## src/shared/bcdc_pkg.sv

```systemverilog
// Constants shared by the decade up/down counter design
// Operation
// - Separate up and down clocks set direction
// - Count steps only on a clock rising edge while the other clock is high
// - Load low copies preset inputs, overrides clocks
// - Clear high zeroes count, beats load
// - Decade sequence: nine wraps zero, zero wraps nine
// - Up from invalid: 10-11-6, 12-13-4, 14-15-2
// - Down from invalid steps down to nine
// - Overflow low when bits0,3 set, up clock low
// - Underflow low when zero and down clock low
package bcdc_pkg;
	localparam int CNT_W = 4;
	localparam logic [3:0] CNT_ZERO = 4'h0;
	localparam logic [3:0] CNT_ONE = 4'h1;
	localparam logic [3:0] CNT_NINE = 4'h9;
	localparam logic [3:0] CNT_TEN = 4'hA;
	localparam logic [3:0] CNT_ELEVEN = 4'hB;
	localparam logic [3:0] CNT_TWELVE = 4'hC;
	localparam logic [3:0] CNT_THIRTEEN = 4'hD;
	localparam logic [3:0] CNT_FOURTEEN = 4'hE;
	localparam logic [3:0] CNT_FIFTEEN = 4'hF;
	localparam logic [3:0] CNT_TWO = 4'h2;
	localparam logic [3:0] CNT_FOUR = 4'h4;
	localparam logic [3:0] CNT_SIX = 4'h6;
	localparam int BIT_Q0 = 0;
	localparam int BIT_Q3 = 3;
	// Synchronised input vector layout
	localparam int NUM_IN = 8;
	localparam int IDX_UP = 0;
	localparam int IDX_DN = 1;
	localparam int IDX_CLR = 2;
	localparam int IDX_LD = 3;
	localparam int IDX_PRE = 4;
	// Idle levels: clocks high, clear low, load high, preset zero
	localparam logic [7:0] IN_RST = 8'h0B;
endpackage

```

## src/logic/bcdc_sync.sv

```systemverilog
// Three-stage input synchroniser with agreement filter
`timescale 1ns/1ps
`default_nettype none
module bcdc_sync
#(
	parameter logic RST_VAL = 1'b0
)
(
	input wire logic clock_i,
	input wire logic resetn_i,
	input wire logic async_i,
	output logic filt_o
);
	logic s1_ff;
	logic s2_ff;
	logic s3_ff;
	logic filt_ff;

	always_ff @(posedge clock_i)
	begin
		if (!resetn_i)
		begin
			s1_ff <= RST_VAL;
			s2_ff <= RST_VAL;
			s3_ff <= RST_VAL;
		end
		else
		begin
			s1_ff <= async_i;
			s2_ff <= s1_ff;
			s3_ff <= s2_ff;
		end
	end

	// A change counts only once stages two and three agree
	always_ff @(posedge clock_i)
	begin
		if (!resetn_i)
			filt_ff <= RST_VAL;
		else if (s2_ff == s3_ff)
			filt_ff <= s2_ff;
	end

	assign filt_o = filt_ff;
endmodule // bcdc_sync
`default_nettype wire

```

## src/logic/bcdc_top.sv

```systemverilog
// Presettable decade up/down counter with terminal count outputs
`timescale 1ns/1ps
`default_nettype none
module bcdc_top
	import bcdc_pkg::*;
(
	input wire logic clock_i,
	input wire logic resetn_i,
	input wire logic up_clk_i,
	input wire logic down_clk_i,
	input wire logic clear_in_i,
	input wire logic load_n_i,
	input wire logic preset_bit0_i,
	input wire logic preset_bit1_i,
	input wire logic preset_bit2_i,
	input wire logic preset_bit3_i,
	output logic [CNT_W-1:0] count_out_o,
	output logic overflow_n_o,
	output logic underflow_n_o
);
	logic [NUM_IN-1:0] raw_in;
	logic [NUM_IN-1:0] filt;
	logic up_f;
	logic dn_f;
	logic clr_f;
	logic ld_f;
	logic [CNT_W-1:0] pre_f;
	logic up_prev_ff;
	logic dn_prev_ff;
	logic up_rise;
	logic dn_rise;
	logic [CNT_W-1:0] count_ff;
	logic [CNT_W-1:0] nxt_up;
	logic [CNT_W-1:0] nxt_dn;
	logic overflow_n_ff;
	logic underflow_n_ff;

	function automatic logic [CNT_W-1:0] up_map(input logic [CNT_W-1:0] q);
		case (q)
			CNT_NINE: up_map = CNT_ZERO;
			CNT_ELEVEN: up_map = CNT_SIX;
			CNT_THIRTEEN: up_map = CNT_FOUR;
			CNT_FIFTEEN: up_map = CNT_TWO;
			default: up_map = q + CNT_ONE;
		endcase
	endfunction

	function automatic logic [CNT_W-1:0] dn_map(input logic [CNT_W-1:0] q);
		if (q == CNT_ZERO)
			dn_map = CNT_NINE;
		else
			dn_map = q - CNT_ONE;
	endfunction

	assign raw_in = {preset_bit3_i, preset_bit2_i, preset_bit1_i, preset_bit0_i,
		load_n_i, clear_in_i, down_clk_i, up_clk_i};

	genvar gi;
	generate
		for (gi = 0; gi < NUM_IN; gi++)
		begin : g_sync
			bcdc_sync #(.RST_VAL(IN_RST[gi])) u_sync
			(
				.clock_i(clock_i),
				.resetn_i(resetn_i),
				.async_i(raw_in[gi]),
				.filt_o(filt[gi])
			);
		end
	endgenerate

	assign up_f = filt[IDX_UP];
	assign dn_f = filt[IDX_DN];
	assign clr_f = filt[IDX_CLR];
	assign ld_f = filt[IDX_LD];
	assign pre_f = filt[IDX_PRE +: CNT_W];

	always_ff @(posedge clock_i)
	begin
		if (!resetn_i)
		begin
			up_prev_ff <= IN_RST[IDX_UP];
			dn_prev_ff <= IN_RST[IDX_DN];
		end
		else
		begin
			up_prev_ff <= up_f;
			dn_prev_ff <= dn_f;
		end
	end

	assign up_rise = up_f & ~up_prev_ff;
	assign dn_rise = dn_f & ~dn_prev_ff;
	assign nxt_up = up_map(count_ff);
	assign nxt_dn = dn_map(count_ff);

	// Clear beats load, load beats any clock edge
	always_ff @(posedge clock_i)
	begin
		if (!resetn_i)
			count_ff <= CNT_ZERO;
		else if (clr_f)
			count_ff <= CNT_ZERO;
		else if (!ld_f)
			count_ff <= pre_f;
		else if (up_rise && dn_f)
			count_ff <= nxt_up;
		else if (dn_rise && up_f)
			count_ff <= nxt_dn;
	end

	// Terminal counts follow the count and the low phase of their clock
	always_ff @(posedge clock_i)
	begin
		if (!resetn_i)
		begin
			overflow_n_ff <= 1'b1;
			underflow_n_ff <= 1'b1;
		end
		else
		begin
			overflow_n_ff <= ~(count_ff[BIT_Q0] & count_ff[BIT_Q3] & ~up_f);
			underflow_n_ff <= ~((count_ff == CNT_ZERO) & ~dn_f);
		end
	end

	assign count_out_o = count_ff;
	assign overflow_n_o = overflow_n_ff;
	assign underflow_n_o = underflow_n_ff;
endmodule // bcdc_top
`default_nettype wire

```

## config.mk

```make
export PLATFORM = sky130hd
export DESIGN_NAME = bcdc_top
export DESIGN_NICKNAME = d
export VERILOG_FILES = /design/src/shared/bcdc_pkg.sv /design/src/logic/bcdc_sync.sv /design/src/logic/bcdc_top.sv
export SDC_FILE = /design/constraint.sdc
export NUM_CORES = 1
export LEC_CHECK = 0
export ABC_AREA = 1
export BUFFER_PORTS_ARGS = -buffer_cell sky130_fd_sc_hd__buf_4
export CAP_MARGIN = 20
export CORE_ASPECT_RATIO = 0.7
export CORE_UTILIZATION = 40
export CTS_CLUSTER_SIZE = 24
export DETAILED_ROUTE_END_ITERATION = 10
export PLACE_DENSITY_LB_ADDON = 0.1
export SETUP_SLACK_MARGIN = 0.1
export SLEW_MARGIN = 20
export SYNTH_ARGS = -nofsm -noshare
export SYNTH_HDL_FRONTEND = slang
export SYNTH_HIERARCHICAL = 1
export SYNTH_SLANG_ARGS = --single-unit
```

## constraint.sdc

```tcl
create_clock -name clock_i -period 3.84 [get_ports clock_i]
set_input_delay 0 -clock clock_i [delete_from_list [all_inputs] [get_ports clock_i]]
set_output_delay 0 -clock clock_i [all_outputs]
set_load 0.05 [all_outputs]
```

==> out/qor.yml, run 1 <==
clocking:
  clockBufferDepth: 2
  tritoncts: "yes"
  cts_resized: 0
  clockRootBuffer: "clkbuf_8"
  cts_inserted_buffers: 5
  cts_max_level: 2
  clk_pin_slew_ps: 80
  cts_num_sinks: 40
  cts_hold_buf: 8
  clock_latency_ps: 290
  postCtsSetupBuffers: 0
power:
  powerDensity_nw_per_um2: 401
  cellLeakagePower_nw: 1.03
  switchingPower_mw: 0.162
  clockPowerShare: 0.380
  p_int_mw: 0.589
  switching_share: 0.215
  p_seq_frac: 0.573
  ir_worst_vdd_uv: 241
  pwr-share-comb: 0.047
synthesis:
  synth-seq-area-share: 0.517
  yosys_warnings: 6
  synth_top_area_frac: 0.517
  yosysUniqueCellTypes: 21
  syn-instance-count: 197
  synth_nets: 210
  synthArstFlopShare: 0
  synth_area_sq_um: 1550
  avgSynthCellArea_sq_um: 7.87
  yosys-top-cells-count: "nand2_1, inv_1, dfxtp_1"
  yosysMostFrequentCell: "nand2_1"
  yosys-top-cells-area: "dfxtp_1, nand2_1, inv_1"
  synth_area_leader_cell: "dfxtp_1"
  synth_flop_cell: "dfxtp_1"
  synth_edf_count: 0
  ys_ff_latch: 40
timing:
  period_needed_ps: 1490
  max_freq_ghz: 0.669
  worst_slew_pin_slew_ps: 427
  slew_viol_final: 0
  worst_slack_ps: 2350
  slew_headroom: 0.715
  hold_viol: 0
  rsz0062_at_grt: "no"
  finalCritPeriodShare: 0.389
  fin_skew_ps: 3.76
  fin_hold_ws_ps: 66.9
  fin_setup_tns_ps: 0
  setup_viol: 0
placement:
  dpl.hpwl_um: 1730
  routabilityCongestion: 0.884
  dpl.cell_count: 259
  dp_slack_ps: 2340
  port_buffers: 15
  postPlaceCellArea_sq_um: 1700
setup_path:
  crit_fanout: 10
  critPathRequiredTime_ps: 4020
  cp.arrival_ps: 1680
  r2r_start: "count_out_o[0]"
  cp-start-kind: "flip-flop"
  crit_type: "reg2reg"
  setup.worst_path.start: "count_out_o[0]"
  crit_path_end_kind: "flip-flop"
outcome:
  outcome: "complete, no violations"
global_route:
  gr-total-overflow: 0
  grt_pass1_vias: 1071
  grt_pass1_wl_um: 4420
  antenna_found_initial: 0
  grt_max_degree: 37
  track_usage: 0.145
floorplanning:
  rows: 18
  io-pin-count: 16
  fp.dieW_um: 76.4
  core_area_sq_um: 3600
  die_y_um: 54.1
  die_area_sq_um: 4130
  start_util: 0.430
finish:
  final_cells: 275
  drive_above_1_share: 0.164
  antenna_cells: 0
  syn_to_final_growth_pct: 20.6
  design_area_sq_um: 1870
  n_fill_cell: 356
  fin_nets: 237
detailed_routing:
  drt_wl_total_um: 2580
  num_vias: 1186
  wl_per_cell_um: 9.37
  route.detailed.drc: 0
  drtPass1Iterations: 4
  drtIter0Drc: 66
  viasPerCell: 4.31
  ant_nets: 0
hold_path:
  hold_path.class: "in2reg"
  hp-start: "resetn_i"
flow_run:
  max_cap_violations: 0
-- critical path, stage by stage, from the launching register on --
cell	delay, ps
dfxtp_1	500
inv_1	130
ha_1	280
a21oi_1	150
nand2_1	60
nand3_1	60
nand3_1	70
nand2_1	90
a21oi_2	50
-- cells by family (layout without fill, tap and decap cells) --
group                      after synthesis  after routing  share of synthesized area
and+or+nand+nor                         91             91                      0.270
adders and majority gates                3              3                     0.0242
buffers and inverters                   44             72                      0.119
AOI/OAI and AO/OA                       18             18                     0.0646
DFF                                     40             40                      0.517
xor gates and xnor gates                 1              1                    0.00565
-- state kept, by name, indices dropped and copies added (netlist names) --
signal,count
underflow_n_o,1
dn_prev_ff,1
g_sync.u_sync/filt_o,8
g_sync.u_sync/s3_ff,8
overflow_n_o,1
up_prev_ff,1
count_out_o,4
g_sync.u_sync/s1_ff,8
g_sync.u_sync/s2_ff,8
-- cell usage in the layout, fill, tap and decap left out --
cell type | synthesis | layout
inv_1 | 41 | 41
nand3_2 | 2 | 2
a21oi_1 | 8 | 8
dlygate4sd3_1 | 0 | 8
clkbuf_1 | 0 | 1
a31oi_1 | 1 | 1
o211ai_1 | 2 | 2
or2_2 | 1 | 1
nand2_1 | 47 | 47
nand2_2 | 3 | 3
dfxtp_1 | 40 | 40
o21ai_0 | 1 | 1
nand2_4 | 3 | 3
a21oi_2 | 1 | 1
clkbuf_8 | 0 | 6
xor2_1 | 1 | 1
nor2_1 | 17 | 17
nor2_2 | 5 | 5
clkinvlp_4 | 0 | 1
nand3_1 | 10 | 10
nand4_1 | 3 | 3
ha_1 | 3 | 3
buf_4 | 1 | 15
o21ai_1 | 5 | 5
-- metal layers --
metal,global-route usage,wire length [um],up-vias
li1,-,-,642
met1,0.152,1300,524
met2,0.266,1150,14
met3,0.0508,81,6
met4,0.0769,44,0
met5,0,0,-
-- power by group through the flow --
stage	Sequential [mW]	Combinational [mW]	Clock, mW
2_1_floorplan	0.439	0.0141	0
3_3_place_gp	0.439	0.0282	0
3_5_place_dp	0.440	0.0290	0
4_1_cts	0.430	0.0354	0.296
5_1_grt	0.431	0.0398	0.313
6_report	0.430	0.0350	0.285
-- worst paths after layout --
| kind | endpoint | slack, ps | cells after the start |
|---|---|---|---|
| max | count_out_o[3] | 2350 | 8 |
| min | g_sync[1].u_sync/s1_ff | 70 | 2 |
| max reg2reg | count_out_o[3] | 2350 | 8 |
| min reg2reg | g_sync[3].u_sync/s2_ff | 400 | 2 |
-- metrics by stage --
step,power (mW),utilization
after floorplan,0.453,-
after global placement,0.468,0.470
after detailed placement,0.469,0.470
after CTS,0.762,0.519
after global routing,0.783,0.519
final,0.750,0.519
-- area by class of cell --
class | count | area [sq um] | share of cell area
Clock buffer | 7 | 86.3 | 0.0462
Clock inverter | 1 | 7.51 | 0.00402
Inverter | 41 | 154 | 0.0823
Multi-Input combinational cell | 113 | 566 | 0.303
Sequential cell | 40 | 801 | 0.428
Tap cell | 50 | 62.6 | 0.0335
Timing Repair Buffer | 23 | 193 | 0.103
Note: power is estimated with default switching activity, not from simulation.
==> run 2, diff against run 1 <==
Clock period 3.84 ns to 1.2 ns, I/O delays scaled along.
==> out/qor.yml, run 2 (same netlist as run 1, synthesis figures left out) <==
global_route:
  antenna_found_initial: 0  # unchanged
  grt_pass1_vias: 1091  # +1.9%
  grt_pass1_wl_um: 4480  # +1.3%
  use_met2: 0.245  # -0.0210
  gr-total-overflow: 0  # unchanged
  grt_use_met1: 0.165  # +0.0135
  use_met3: 0.0508  # unchanged
  grt_max_degree: 37  # unchanged
  grt-busiest-layer: "met2"
  track_usage: 0.143  # -0.00147
setup_path:
  r2r_start: "count_out_o[1]"
  cp-start-kind: "flip-flop"
  crit_path_end_kind: "flip-flop"
  setup.worst_path.start: "count_out_o[1]"
  crit_fanout: 4  # -6
  regToRegSetupSlack_ps: -40  # -2380 ps
  crit_type: "reg2reg"
  cp.arrival_ps: 1450  # -230 ps
  critPathRequiredTime_ps: 1420  # -2600 ps
  path_buf_inv: 1  # unchanged
  cpPeakStageDelay_ps: 380  # -120 ps
  reg2reg_to: "count_out_o[3]"
  cp_top_family: "simple AND/OR/NAND/NOR gates"
  r2r_cells: 9  # +1
  crit_chain: "inv_4 > ha_4 > nand2_4 > nand2_4 > nor2_2 > nand3_1 > nand3_1 > nand2_1 > a21oi_2"
  slowest_stage: "dfxtp_4"
placement:
  routabilityCongestion: 0.831  # -6.0%
  dpl.hpwl_um: 1820  # +5.7%
  postPlaceCellArea_sq_um: 1790  # +5.4%
  dp_slack_ps: -16.0  # -2360 ps
  port_buffers: 15  # unchanged
timing:
  fin_setup_tns_ps: -35.3  # -35.3 ps
  worst_slack_ps: -35.3  # -2380 ps
  max_freq_ghz: 0.810  # +21%
  setup_viol: 1  # +1
  finalCritPeriodShare: 1.03  # +0.640
  rsz0062_at_grt: "yes"
  slew_headroom: 0.765  # +0.0495
  fin_skew_ps: 2.05  # -1.71 ps
  worst_slew_pin_slew_ps: 353  # -73.7 ps
  hold_viol: 0  # unchanged
  slew_viol_final: 0  # unchanged
  period_needed_ps: 1240  # -259 ps
finish:
  n_fill_cell: 352  # -1.1%
  design_area_sq_um: 1970  # +5.6%
  layout_commonest_cell: "nand2_1"
  fin_nets: 242  # +2.1%
  antenna_cells: 0  # unchanged
  syn_to_final_growth_pct: 27.4
  drive_above_1_share: 0.226  # +0.0616
  final_cell_mix: "nand2_1, inv_1, dfxtp_1"
clocking:
  cts_max_level: 2  # unchanged
  clock_latency_ps: 290  # about the same
  cts_inserted_buffers: 5  # unchanged
  clockBufferDepth: 2  # unchanged
  tritoncts: "yes"
  clk_pin_slew_ps: 70  # about the same
  clockRootBuffer: "clkbuf_8"
  cts_resized: 0  # unchanged
  cts_num_sinks: 40  # unchanged
power:
  p_seq_frac: 0.563  # -0.010
  switchingPower_mw: 0.497  # +210%
  p_int_mw: 1.94  # +230%
  ir_worst_vdd_uv: 849  # +250%
  pwr-share-comb: 0.047  # about the same
  cellLeakagePower_nw: 1.07  # +3.5%
  powerDensity_nw_per_um2: 1230  # +210%
  finalPower_mw: 2.43  # +220%
  clockPowerShare: 0.390  # +0.010
  switching_share: 0.204  # -0.0111
detailed_routing:
  drtPass1Iterations: 4  # unchanged
  viasPerCell: 4.35  # +0.95%
  route.detailed.drc: 0  # unchanged
  drt_wl_total_um: 2540  # -1.5%
  drtIter0Drc: 104  # +58%
  ant_nets: 0  # unchanged
  num_vias: 1219  # +2.8%
  wl_per_cell_um: 9.06  # -3.2%
floorplanning:
  start_util: 0.430  # unchanged
  die_y_um: 54.1  # unchanged
  fp.dieW_um: 76.4  # unchanged
  die_area_sq_um: 4130  # unchanged
  rows: 18  # unchanged
  core_area_sq_um: 3600  # unchanged
  io-pin-count: 16  # unchanged
hold_path:
  whs_endpoint: "g_sync[3].u_sync/s2_ff"
  hp-start: "resetn_i"
  hold_path.class: "in2reg"
  hold_depth: 2  # unchanged
flow_run:
  max_cap_violations: 0  # unchanged
outcome:
  violations: "setup timing"
  outcome: "finished with violations"
## run 2: worst max-delay path by stage
stage / end / slack [ps] / cells after the start
floorplan: count_out_o[3] / -40 / 8
global placement: count_out_o[0] / -3 / 7
detailed placement: count_out_o[3] / -20 / 9
CTS: count_out_o[3] / -40 / 9
global route: count_out_o[0] / -110 / 7
finish: count_out_o[3] / -40 / 9
## run 2: cell type report
cell class,count,area (sq um),share of cell area
clock buffer,8,100,0.0507
sequential,40,813,0.412
tap,50,62.6,0.0317
multi-input combinational,113,609,0.309
inverter,41,159,0.0805
timing repair buffer,28,230,0.117
## run 2: what timing repair did
item | 4_1_cts | 5_1_grt
hold buffers | 8 | 0
hold endpoints to repair | 8 | 0
cloned | 0 | 0
setup endpoints to repair | 4 | 4
pin swaps | 4 | 6
buffers inserted | 1 | 0
## run 2: stage by stage
stage / instances / hold slack (ps) / util
after global placement: 263 / 168 / 0.496
after global routing: 280 / 84.0 / 0.548
after detailed placement: 263 / 174 / 0.496
after floorplan: 197 / 68.7 / -
after CTS: 280 / 61.7 / 0.548
final: 280 / 71.7 / 0.548
## run 2: power groups by stage
stage	Clock, mW	Sequential [mW]	Combinational [mW]
after floorplan	0	1.40	0.0461
after global placement	0	1.40	0.0922
after detailed placement	0	1.40	0.0950
after CTS	0.991	1.37	0.116
after global routing	1.04	1.37	0.133
final	0.950	1.37	0.115
## run 2: worst reg2reg max path, stage by stage, from the launching register on
cell	delay, ps
dfxtp_4	380
inv_4	50
ha_4	160
nand2_4	80
nand2_4	60
nor2_2	90
nand3_1	90
nand3_1	80
nand2_1	70
a21oi_2	110
## run 2: metal layers
metal,vias up,share of wire
met4,0,0.017
met2,23,0.45
met3,5,0.046
met5,-,0
li1,654,-
met1,537,0.49
